`config.mk`:
```
export PLATFORM = sky130hd
export DESIGN_NAME = rts_top
export DESIGN_NICKNAME = d
export VERILOG_FILES = /design/src/rts_pkg.sv /design/src/rts_top.sv
export VERILOG_INCLUDE_DIRS = /design/src
export SDC_FILE = /design/constraint.sdc
export NUM_CORES = 1
export LEC_CHECK = 0
export BUFFER_PORTS_ARGS = -buffer_cell sky130_fd_sc_hd__buf_2
export CAP_MARGIN = 10
export CORE_AREA = 2 2 114 116
export DETAILED_ROUTE_END_ITERATION = 6
export DIE_AREA = 0 0 116 118
export MAX_ROUTING_LAYER = met4
export PLACE_DENSITY = 0.8
export RECOVER_POWER = 25
export SYNTH_ARGS = -nofsm -noshare
export SYNTH_HDL_FRONTEND = slang
export SYNTH_SLANG_ARGS = --single-unit
```
`constraint.sdc`:
```
create_clock -name ref_clk_i -period 2.5 [get_ports ref_clk_i]
set_input_delay 0.5 -clock ref_clk_i [delete_from_list [all_inputs] [get_ports ref_clk_i]]
set_output_delay 0.5 -clock ref_clk_i [all_outputs]
set_load 0.1 [all_outputs]
```
`src/rts_consts.svh`:
```
// Constants for the reset time-out sequencer
// Summary of operation
// - Power-on starts the power-up delay when enabled; core held in reset meanwhile.
// - Crystal modes count 1024 oscillator cycles after the power-up delay ends.
// - Core leaves reset when the start-up count, or the delay in RC mode, ends.
// - Reset pin held low past all time-outs; execution starts when it rises.
// - Crystal waits delay plus 1024 cycles, or 1024 only; RC never waits on wake.
// - Bit 0 is active-low brown-out flag, cleared by hardware, set by software.
// - With brown-out detection off the brown-out flag carries no meaning.
// - Bit 1 is active-low power-on flag, cleared only on power-on, set by software.
// - Power-on sets both time-out and power-down flags.
// - Brown-out, watchdog, wake and pin-in-sleep each set their own flag pattern.
// - Reset pin during normal operation leaves all four flags unchanged.
// - Resets load program counter zero; wake-ups continue at program counter plus one.
// - Interrupt wake with global interrupt enable loads the interrupt vector.
// - Power-on gives status top bits 00011 and cause bits 0x; brown-out u0.
// - Three initialization classes: power-on or brown-out, pin or watchdog, wake-up.
// - Power-up delay is 72 ms, only after power-on or brown-out.
// - Start-up count runs only in crystal modes after power-on, brown-out or wake-up.
// - Brown-out detection enabled forces the power-up delay on.
`ifndef RTS_CONSTS_SVH
`define RTS_CONSTS_SVH
`define RTS_ADDR_CAUSE 8'h00
`define RTS_ADDR_STATE 8'h04
`define RTS_ADDR_EVT_STS 8'h08
`define RTS_ADDR_EVT_CLR 8'h0c
`define RTS_ADDR_EVT_EN 8'h10
`define RTS_CAUSE_BOR_BIT 0
`define RTS_CAUSE_POR_BIT 1
`define RTS_POWERUP_DELAY_TIMER_MS 72
`define RTS_CLK_KHZ 250000
`define RTS_OST_CYCLES 1024
`define RTS_PC_RESET 13'h0000
`define RTS_PC_IRQ_VEC 13'h0004
`define RTS_CLS_POWER 2'h0
`define RTS_CLS_RESET 2'h1
`define RTS_CLS_WAKE 2'h2
`define RTS_EVT_POR 0
`define RTS_EVT_BOR 1
`define RTS_EVT_PIN 2
`define RTS_EVT_WDT 3
`define RTS_EVT_WAKE 4
`define RTS_RESP_OKAY 2'h0
`define RTS_RESP_SLVERR 2'h2
`endif

```
`src/rts_pkg.sv`:
```
// Types for the reset time-out sequencer
package rts_pkg;
    typedef enum logic [5:0] {
        ST_HOLD = 6'h01,
        ST_POWERUP_DELAY_TIMER = 6'h02,
        ST_OST = 6'h04,
        ST_WAIT_PIN = 6'h08,
        ST_RUN = 6'h10,
        ST_SLEEP = 6'h20
    } rts_state_type;

    typedef enum logic [1:0] {
        CAUSE_POR = 2'h0,
        CAUSE_BOR = 2'h1,
        CAUSE_RESET = 2'h2,
        CAUSE_WAKE = 2'h3
    } rts_cause_type;
endpackage : rts_pkg

```
`src/rts_top.sv`:
```
// Reset time-out sequencer with reset-cause flags and AXI4-Lite registers
`timescale 1ns/1ns
`include "rts_consts.svh"
module rts_top #(
    parameter int unsigned POWERUP_DELAY_TIMER_CYCLES = `RTS_POWERUP_DELAY_TIMER_MS * `RTS_CLK_KHZ
) (
    input logic ref_clk_i,
    input logic rst_n_i,
    input logic clk_en_i,
    input logic por_i,
    input logic bor_i,
    input logic ext_reset_pin_n_i,
    input logic wdt_timeout_i,
    input logic irq_wake_i,
    input logic sleep_i,
    input logic osc_tick_i,
    input logic powerup_delay_enable_n_i,
    input logic brownout_detect_enable_i,
    input logic [1:0] osc_mode_i,
    input logic global_irq_enable_i,
    input logic [12:0] pc_i,
    output logic core_reset_n_o,
    output logic core_hold_o,
    output logic pc_load_o,
    output logic [12:0] pc_value_o,
    output logic [1:0] init_class_o,
    output logic timeout_flag_n_o,
    output logic powerdown_flag_n_o,
    output logic irq_o,
    input logic [7:0] s_axi_awaddr_i,
    input logic s_axi_awvalid_i,
    output logic s_axi_awready_o,
    input logic [31:0] s_axi_wdata_i,
    input logic [3:0] s_axi_wstrb_i,
    input logic s_axi_wvalid_i,
    output logic s_axi_wready_o,
    output logic [1:0] s_axi_bresp_o,
    output logic s_axi_bvalid_o,
    input logic s_axi_bready_i,
    input logic [7:0] s_axi_araddr_i,
    input logic s_axi_arvalid_i,
    output logic s_axi_arready_o,
    output logic [31:0] s_axi_rdata_o,
    output logic [1:0] s_axi_rresp_o,
    output logic s_axi_rvalid_o,
    input logic s_axi_rready_i
);
    localparam logic [24:0] POWERUP_DELAY_TIMER_LAST = 25'(POWERUP_DELAY_TIMER_CYCLES - 1);
    localparam logic [24:0] OST_LAST = 25'(`RTS_OST_CYCLES - 1);
    localparam logic [1:0] MODE_RC = 2'h3;

    typedef struct packed {
        rts_pkg::rts_state_type state;
        rts_pkg::rts_cause_type cause;
        logic [2:0] sync1;
        logic [2:0] sync2;
        logic [24:0] cnt;
        logic to_n;
        logic pd_n;
        logic [1:0] prc;
        logic [12:0] pc_tgt;
        logic [1:0] cls;
        logic core_rst_n;
        logic core_hold;
        logic pc_load;
        logic [12:0] pc_val;
        logic [4:0] evt_sts;
        logic [4:0] evt_en;
        logic irq;
        logic awready;
        logic wready;
        logic aw_got;
        logic w_got;
        logic [7:0] awaddr;
        logic [31:0] wdata;
        logic wstrb0;
        logic bvalid;
        logic [1:0] bresp;
        logic arready;
        logic rvalid;
        logic [31:0] rdata;
        logic [1:0] rresp;
    } rts_regs_type;

    localparam rts_regs_type RESET_VAL = '{
        state: rts_pkg::ST_HOLD,
        cause: rts_pkg::CAUSE_POR,
        sync1: 3'h4,
        sync2: 3'h4,
        cnt: 25'h0,
        to_n: 1'b1,
        pd_n: 1'b1,
        prc: 2'h1,
        pc_tgt: `RTS_PC_RESET,
        cls: `RTS_CLS_POWER,
        core_rst_n: 1'b0,
        core_hold: 1'b1,
        pc_load: 1'b0,
        pc_val: `RTS_PC_RESET,
        evt_sts: 5'h01,
        evt_en: 5'h00,
        irq: 1'b0,
        awready: 1'b1,
        wready: 1'b1,
        aw_got: 1'b0,
        w_got: 1'b0,
        awaddr: 8'h00,
        wdata: 32'h0,
        wstrb0: 1'b0,
        bvalid: 1'b0,
        bresp: `RTS_RESP_OKAY,
        arready: 1'b1,
        rvalid: 1'b0,
        rdata: 32'h0,
        rresp: `RTS_RESP_OKAY
    };

    rts_regs_type q;
    rts_regs_type d;
    logic por_p;
    logic bor_hi;
    logic pin_lo;
    logic crystal;
    logic powerup_delay_timer_on;
    logic [4:0] evt;
    logic [4:0] evt_clr;
    logic wr_ok;
    logic rd_ok;

    ////////////////////////////////////////////////////////////////////////
    // Reset source qualification
    assign por_p = q.sync2[0];
    assign bor_hi = q.sync2[1] & brownout_detect_enable_i;
    assign pin_lo = ~q.sync2[2];
    assign crystal = (osc_mode_i != MODE_RC);
    assign powerup_delay_timer_on = ~powerup_delay_enable_n_i | brownout_detect_enable_i;

    always_comb
    begin
        d = q;
        evt = 5'h00;
        evt_clr = 5'h00;
        d.pc_load = 1'b0;
        // Two-flop synchronizers for asynchronous requests
        d.sync1 = {ext_reset_pin_n_i, bor_i, por_i};
        d.sync2 = q.sync1;

        ////////////////////////////////////////////////////////////////////
        // Register writes
        if (s_axi_awvalid_i && q.awready)
        begin
            d.aw_got = 1'b1;
            d.awaddr = s_axi_awaddr_i;
        end
        if (s_axi_wvalid_i && q.wready)
        begin
            d.w_got = 1'b1;
            d.wdata = s_axi_wdata_i;
            d.wstrb0 = s_axi_wstrb_i[0];
        end
        if (s_axi_bready_i && q.bvalid)
        begin
            d.bvalid = 1'b0;
        end
        if (q.aw_got && q.w_got && !q.bvalid)
        begin
            d.aw_got = 1'b0;
            d.w_got = 1'b0;
            d.bvalid = 1'b1;
            wr_ok = 1'b1;
            unique case (q.awaddr)
                `RTS_ADDR_CAUSE:
                begin
                    if (q.wstrb0)
                    begin
                        d.prc = q.wdata[1:0];
                    end
                end
                `RTS_ADDR_EVT_CLR:
                begin
                    if (q.wstrb0)
                    begin
                        evt_clr = q.wdata[4:0];
                    end
                end
                `RTS_ADDR_EVT_EN:
                begin
                    if (q.wstrb0)
                    begin
                        d.evt_en = q.wdata[4:0];
                    end
                end
                `RTS_ADDR_STATE, `RTS_ADDR_EVT_STS:
                begin
                    wr_ok = 1'b1;
                end
                default:
                begin
                    wr_ok = 1'b0;
                end
            endcase
            d.bresp = wr_ok ? `RTS_RESP_OKAY : `RTS_RESP_SLVERR;
        end
        else
        begin
            wr_ok = 1'b0;
        end
        d.awready = ~d.aw_got & ~d.bvalid;
        d.wready = ~d.w_got & ~d.bvalid;

        ////////////////////////////////////////////////////////////////////
        // Register reads
        if (s_axi_rready_i && q.rvalid)
        begin
            d.rvalid = 1'b0;
        end
        rd_ok = 1'b1;
        if (s_axi_arvalid_i && q.arready)
        begin
            d.rvalid = 1'b1;
            d.rdata = 32'h0;
            unique case (s_axi_araddr_i)
                `RTS_ADDR_CAUSE: d.rdata[1:0] = q.prc;
                `RTS_ADDR_STATE: d.rdata[13:0] = {q.state, 5'h00, q.core_rst_n, q.pd_n, q.to_n};
                `RTS_ADDR_EVT_STS: d.rdata[4:0] = q.evt_sts;
                `RTS_ADDR_EVT_EN: d.rdata[4:0] = q.evt_en;
                `RTS_ADDR_EVT_CLR: d.rdata = 32'h0;
                default: rd_ok = 1'b0;
            endcase
            d.rresp = rd_ok ? `RTS_RESP_OKAY : `RTS_RESP_SLVERR;
        end
        d.arready = ~d.rvalid;

        ////////////////////////////////////////////////////////////////////
        // Time-out sequence; hardware flag updates win over software writes
        if (por_p)
        begin
            d.prc[`RTS_CAUSE_POR_BIT] = 1'b0;
            d.to_n = 1'b1;
            d.pd_n = 1'b1;
            d.cause = rts_pkg::CAUSE_POR;
            d.state = rts_pkg::ST_HOLD;
            d.cnt = 25'h0;
            d.core_rst_n = 1'b0;
            d.pc_tgt = `RTS_PC_RESET;
            d.cls = `RTS_CLS_POWER;
            evt[`RTS_EVT_POR] = 1'b1;
        end
        else if (bor_hi)
        begin
            d.prc[`RTS_CAUSE_BOR_BIT] = 1'b0;
            d.to_n = 1'b1;
            d.pd_n = 1'b1;
            d.cause = rts_pkg::CAUSE_BOR;
            d.state = rts_pkg::ST_HOLD;
            d.cnt = 25'h0;
            d.core_rst_n = 1'b0;
            d.pc_tgt = `RTS_PC_RESET;
            d.cls = `RTS_CLS_POWER;
            evt[`RTS_EVT_BOR] = (q.state != rts_pkg::ST_HOLD);
        end
        else
        begin
            unique case (q.state)
                rts_pkg::ST_HOLD:
                begin
                    d.cnt = 25'h0;
                    if (powerup_delay_timer_on || q.cause == rts_pkg::CAUSE_BOR)
                    begin
                        d.state = rts_pkg::ST_POWERUP_DELAY_TIMER;
                    end
                    else if (crystal)
                    begin
                        d.state = rts_pkg::ST_OST;
                    end
                    else
                    begin
                        d.state = rts_pkg::ST_WAIT_PIN;
                    end
                end
                rts_pkg::ST_POWERUP_DELAY_TIMER:
                begin
                    d.cnt = q.cnt + 25'h1;
                    if (q.cnt == POWERUP_DELAY_TIMER_LAST)
                    begin
                        d.cnt = 25'h0;
                        d.state = crystal ? rts_pkg::ST_OST : rts_pkg::ST_WAIT_PIN;
                    end
                end
                rts_pkg::ST_OST:
                begin
                    if (osc_tick_i)
                    begin
                        d.cnt = q.cnt + 25'h1;
                        if (q.cnt == OST_LAST)
                        begin
                            d.cnt = 25'h0;
                            d.state = rts_pkg::ST_WAIT_PIN;
                        end
                    end
                end
                rts_pkg::ST_WAIT_PIN:
                begin
                    if (!pin_lo)
                    begin
                        d.state = rts_pkg::ST_RUN;
                        d.core_rst_n = 1'b1;
                        d.pc_load = 1'b1;
                        d.pc_val = q.pc_tgt;
                    end
                end
                rts_pkg::ST_RUN:
                begin
                    if (pin_lo)
                    begin
                        d.state = rts_pkg::ST_WAIT_PIN;
                        d.cause = rts_pkg::CAUSE_RESET;
                        d.core_rst_n = 1'b0;
                        d.pc_tgt = `RTS_PC_RESET;
                        d.cls = `RTS_CLS_RESET;
                        evt[`RTS_EVT_PIN] = 1'b1;
                    end
                    else if (wdt_timeout_i)
                    begin
                        d.to_n = 1'b0;
                        d.pd_n = 1'b1;
                        d.state = rts_pkg::ST_WAIT_PIN;
                        d.cause = rts_pkg::CAUSE_RESET;
                        d.core_rst_n = 1'b0;
                        d.pc_tgt = `RTS_PC_RESET;
                        d.cls = `RTS_CLS_RESET;
                        evt[`RTS_EVT_WDT] = 1'b1;
                    end
                    else if (sleep_i)
                    begin
                        d.state = rts_pkg::ST_SLEEP;
                        d.to_n = 1'b1;
                        d.pd_n = 1'b0;
                    end
                end
                rts_pkg::ST_SLEEP:
                begin
                    if (pin_lo)
                    begin
                        d.to_n = 1'b1;
                        d.pd_n = 1'b0;
                        d.state = rts_pkg::ST_WAIT_PIN;
                        d.cause = rts_pkg::CAUSE_RESET;
                        d.core_rst_n = 1'b0;
                        d.pc_tgt = `RTS_PC_RESET;
                        d.cls = `RTS_CLS_RESET;
                        evt[`RTS_EVT_PIN] = 1'b1;
                    end
                    else if (wdt_timeout_i || irq_wake_i)
                    begin
                        d.to_n = ~wdt_timeout_i;
                        d.pd_n = 1'b0;
                        d.cause = rts_pkg::CAUSE_WAKE;
                        d.cls = `RTS_CLS_WAKE;
                        d.cnt = 25'h0;
                        d.state = crystal ? rts_pkg::ST_OST : rts_pkg::ST_WAIT_PIN;
                        if (!wdt_timeout_i && global_irq_enable_i)
                        begin
                            d.pc_tgt = `RTS_PC_IRQ_VEC;
                        end
                        else
                        begin
                            d.pc_tgt = pc_i + 13'h1;
                        end
                        evt[`RTS_EVT_WAKE] = 1'b1;
                    end
                end
            endcase
        end
        d.core_hold = (d.state != rts_pkg::ST_RUN) && (d.state != rts_pkg::ST_SLEEP);

        ////////////////////////////////////////////////////////////////////
        // Interrupt status, set wins over clear
        d.evt_sts = (q.evt_sts & ~evt_clr) | evt;
        d.irq = |(d.evt_sts & d.evt_en);
    end

    always_ff @(posedge ref_clk_i)
    begin
        if (!rst_n_i)
        begin
            q <= RESET_VAL;
        end
        else if (clk_en_i)
        begin
            q <= d;
        end
    end

    ////////////////////////////////////////////////////////////////////////
    // Outputs
    assign core_reset_n_o = q.core_rst_n;
    assign core_hold_o = q.core_hold;
    assign pc_load_o = q.pc_load;
    assign pc_value_o = q.pc_val;
    assign init_class_o = q.cls;
    assign timeout_flag_n_o = q.to_n;
    assign powerdown_flag_n_o = q.pd_n;
    assign irq_o = q.irq;
    assign s_axi_awready_o = q.awready;
    assign s_axi_wready_o = q.wready;
    assign s_axi_bresp_o = q.bresp;
    assign s_axi_bvalid_o = q.bvalid;
    assign s_axi_arready_o = q.arready;
    assign s_axi_rdata_o = q.rdata;
    assign s_axi_rresp_o = q.rresp;
    assign s_axi_rvalid_o = q.rvalid;
endmodule : rts_top

```
# Word level (Yosys, flattened, before mapping)
# Index checks and enable logic that the tools add are counted.
[word_totals]
register_bits = 124
inputBits = 85
word_cells = 198
[op_classes]
addsub = 2
eq_ne = 30
n_mux = 84
bitwise = 16
n_reduce_logical = 35
[ops]
columns = ["op", "n"]
rows = [
  ["2-to-1 mux 25 bit", 4],
  ["one-hot mux 25 bit (4 select lines)", 1],
  ["2-to-1 mux 27 bit", 3],
  ["2-to-1 mux 16 bit", 4],
  ["2-to-1 mux 14 bit", 4],
  ["2-to-1 mux 6 bit", 7],
  ["2-to-1 mux 8 bit", 5],
  ["one-hot mux 6 bit (6 select lines)", 1],
  ["2-to-1 mux 35 bit", 1],
  ["equality test 8 x 4 -> 1 bit, second input constant", 4],
  ["2-to-1 mux 15 bit", 2],
  ["2-to-1 mux 5 bit", 6],
  ["one-hot mux 15 bit (2 select lines)", 1],
  ["adder 25 x 1 -> 25 bit, second input constant", 1],
  ["equality test 25 x 10 -> 1 bit, second input constant", 1],
  ["equality test 25 bit, second input constant", 1],
  ["!= test 4 bit, second input constant", 6],
  ["2-to-1 mux 1 bit", 23],
  ["2-to-1 mux 2 bit", 11],
  ["AND reduction 5 bit", 4],
  ["equality test 8 x 3 -> 1 bit, second input constant", 2],
  ["equality test 8 x 5 -> 1 bit, second input constant", 2],
  ["zero test 8 bit", 2],
  ["!= test 5 bit, second input constant", 3],
  ["37 further kinds", 68],
]

# Logic depth before layout (Yosys ltp)
[logic_depth]
depth_word = 9
ltp_mapped = 9

# Worst setup path after synthesis
# No wires, ideal clock.
[synth_timing]
kind = "register to register"
startpoint = "register q, in the netlist s_axi_arready_o"
endpoint = "register q, in the netlist s_axi_rdata_o[10]"
setup_ns = 0.065
t_arrival_ns = 2.177
required_time_ns = 2.435
setup_slack_ns = 0.258
stages_incl_launch_ff = 7
path_buffers = 1
period_less_slack_ns = 2.242
cell_sequence = "dfxtp_1 -> nand3_1 -> nor3_1 -> and2_0 -> clkbuf_1 -> a22oi_1 -> nor2_1"
[synth_between]
elab_chain_cells = 2
[synth_rtl]
columns = ["element", "line_no", "rtl"]
rows = [
  ["start: declaration", "rts_top.sv:118", "rts_regs_type q;"],
  ["start signal: assignment", "rts_top.sv:387", "q <= RESET_VAL;"],
  ["start signal: assignment", "rts_top.sv:391", "q <= d;"],
  ["logical AND 1 bit", "rts_top.sv:218", "if (s_axi_arvalid_i && q.arready)"],
  ["AND reduction 2 bit (no line)", "--", ""],
]
# No other way between the ends.
# A chain may end at the register's enable or synchronous reset.

# Worst setup path in the final report
[layout_timing]
startpoint = "register q[164] (netlist bit)"
endpoint = "register q[154] (netlist bit)"
[layout_between]
elab_chain_cells = 4
[layout_rtl]
columns = ["element", "line_no", "rtl"]
rows = [
  ["equality test 6 bit (tied with other cells)", "rts_top.sv:264", "unique case (q.state)"],
  ["one-hot mux 25 bit (4 select lines)", "rts_top.sv:264", ""],
  ["2-to-1 mux 27 bit", "rts_top.sv:249", "else if (bor_hi)"],
  ["2-to-1 mux 27 bit", "rts_top.sv:236", "if (por_p)"],
]
# Several ways; a longest one is shown, not always the timed one.

==> metrics <==
period utilization=94.83%; area grow syn2layout=17.95%; Synth area leader=dfxtp_1; most instantiated cells after synthesis=dfxtp_1 (119), nor2_1 (102), nand2_1 (92), a21oi_1 (57), buf_4 (52); global-route wire length before repair=24250 um; hold endpoint=q[42]; Final Hold Viols=0; VDD IR max=0.0004808 V; Relative slew margins=34.01%; worst hold path class=in -> reg; Sink Count=119; Synth Warn #=0; status=completed; TritonCTS clock tree=yes; via count=5437; Post-route DRC=0; RSZ-0062 raised after global routing=true; number of setup buffers added after CTS=0; Final Power=5.140 mW; root buffer cell=clkbuf_16; startpoint types=flop; H-tree levels=4; gr ovfl total=0; Synth area leaders=dfxtp_1 (39%), buf_4 (6.4%), nor2_1 (6.3%), nand2_1 (5.7%), mux2i_1 (4.8%); top cell type's share of synthesized area=about two fifths; register area share after synthesis=39.28%; die height=118 um; Final #Nets=908; EDFF count, synth=0; ratio of cells with drive above 1 in the final layout=between 20% and 30%; Slew Viols, Final=0; worst-case clock buffer depth=2; Post-Route WL=around 15000 um; Port Buf Inserts=93; Setup crit end kind=flop; setup TNS=0 ps; Worst-Skew Late Latency=430 ps; CTS Buf Count=17; worst-path maximum fanout=7; crit path time final=about 2400 ps; antenna violations before repair=0; LEAKAGE=2.937 nW; Mean Syn Cell Area=around 8.1 sq um; Synth Cell Area=~6100 sq um; worst setup path startpoint=q[164]; Final setup violation count=0; r2r startpoint=q[164]; fmax=0.4218 GHz; Crit Path Class=reg -> reg; full die area=13690 sq um; Post-DP Area=6518 sq um; Starting Density=48.85%; PwrDens=around 720 nW/um^2; Rows=41; Reg2Reg Setup Slack=130 ps; top-count cell post-synth=dfxtp_1; Die X=116 um; Post-DP HPWL=~11000 um; cells after synthesis=roughly 750; #FFs+latches synth=119; antenna violation net count after detailed routing=0; Synth cell types=70; Worst EP required=~2800 ps; hold path start=s_axi_wdata_i[2]; CTS Hold Bufs=0; FFs w/ async S/R, synth=0%; drt pass-1 iters=5; PostCTS Resize Cnt=1; GRT Util Overall=22.96%; Hold Path Depth=3; CTS clk-pin slew, worst paths=about 60 ps; Most used DFF post-synth=dfxtp_1; largest net degree at the start of global routing=79; WL per Instance=14.58 um; Hold Slack=309.4 ps; fin area=7153 sq um; GP Congestion=0.9298; Detailed Route Iter0 Violations=379; cells on worst reg2reg path=7; DR vias/cell=approximately 5.4; vias in the first global route=slightly above 5000; Least-Margin Pin Slew=just under 1000 ps; Critical Path AT=~2700 ps; n_diodes=0; reg-to-reg critical path endpoint=q[154]; skew final=6.500 ps; fillers=1164; max_cap viols=0; CORE AREA=12410 sq um; Ports=around 150
power breakdown:
group / leakage (nW) / switching (mW) / internal (mW)
logic: 1.67 / 0.438 / 0.161
clock network: 0.300 / 0.949 / 1.62
registers: 0.965 / 0.0379 / 1.94
cell families after synthesis:
group | synth area share [%]
XOR/XNOR | 4.333
multiplexers | 4.972
buffers and inverters | 10.05
other | 0.06183
AND/OR/NAND/NOR | 24.57
adder cells (fa/ha/maj) | 0.4126
flip-flops | 39.28
AO/OA/AOI/OAI | 16.32
metal layers:
metal / routed length, um / global-route usage, %
met1: 6504 / 29.80
met2: 6729 / 33.66
met3: 1150 / 6.437
met4: 282 / 9.301
met5: 0 / -
worst max path at each step:
| stage | to | slack, ps |
|---|---|---|
| 4_1_cts | q[154] | 120 |
| 2_1_floorplan | s_axi_rdata_o[10] | 260 |
| 5_1_grt | q[154] | -50 |
| 3_3_place_gp | q[152] | 150 |
| 6_report | q[154] | 130 |
| 3_5_place_dp | q[113] | 90 |
worst max-delay path, cell delays in order, from the launching register on:
cell,delay (ps)
dfxtp_1,370
buf_4,170
nor2_1,190
a41oi_1,230
a211oi_1,880
nand3_1,200
xor2_1,190
nor2_1,50
placed cells by master, fill, tap and decap left out, types with 3 or more instances in the layout:
master	instances
nor2b_1	6
inv_1	10
nand4_1	11
clkbuf_16	17
o22ai_1	4
o21ai_0	20
a211oi_1	8
nor4b_1	3
and4_1	4
nand2_1	92
clkbuf_1	6
buf_4	24
a21oi_1	57
and3_1	13
nor4_1	9
dfxtp_1	119
mux2i_1	29
xnor2_1	14
nand3_1	32
nor2_1	102
a22oi_1	25
inv_6	5
and2_1	5
buf_2	92
o211ai_1	4
conb_1	23
bufinv_16	3
clkinv_4	3
xor2_1	16
a21o_1	3
nor3_1	12
metrics by stage:
| stage | cells | utilization [%] | setup slack (ps) |
|---|---|---|---|
| 5_1_grt | 1006 | 57.62 | -52.02 |
| 4_1_cts | 1006 | 57.56 | 124.4 |
| 6_report | 1006 | 57.62 | 129.3 |
| 3_5_place_dp | 974 | 52.50 | 91.43 |
| 2_1_floorplan | 770 | - | 258.4 |
| 3_3_place_gp | 974 | 52.50 | 150.8 |
area by class of cell:
class	instances	area [sq um]	area share [%]
clock buffer	18	439.2	6.140
clock inverter	14	186.4	2.606
inverter	11	41.29	0.5772
multi-input combinational	548	3186	44.53
sequential	119	2382	33.30
tap	172	215.2	3.009
timing repair buffer	124	703.2	9.830
sequential cells by signal (all words and copies together) (netlist names), 2 cells and up:
register       count
d                  3
init_class_o       2
pc_value_o        13
q                 76
s_axi_rdata_o     11
Note: power is estimated with default switching activity, not from simulation.
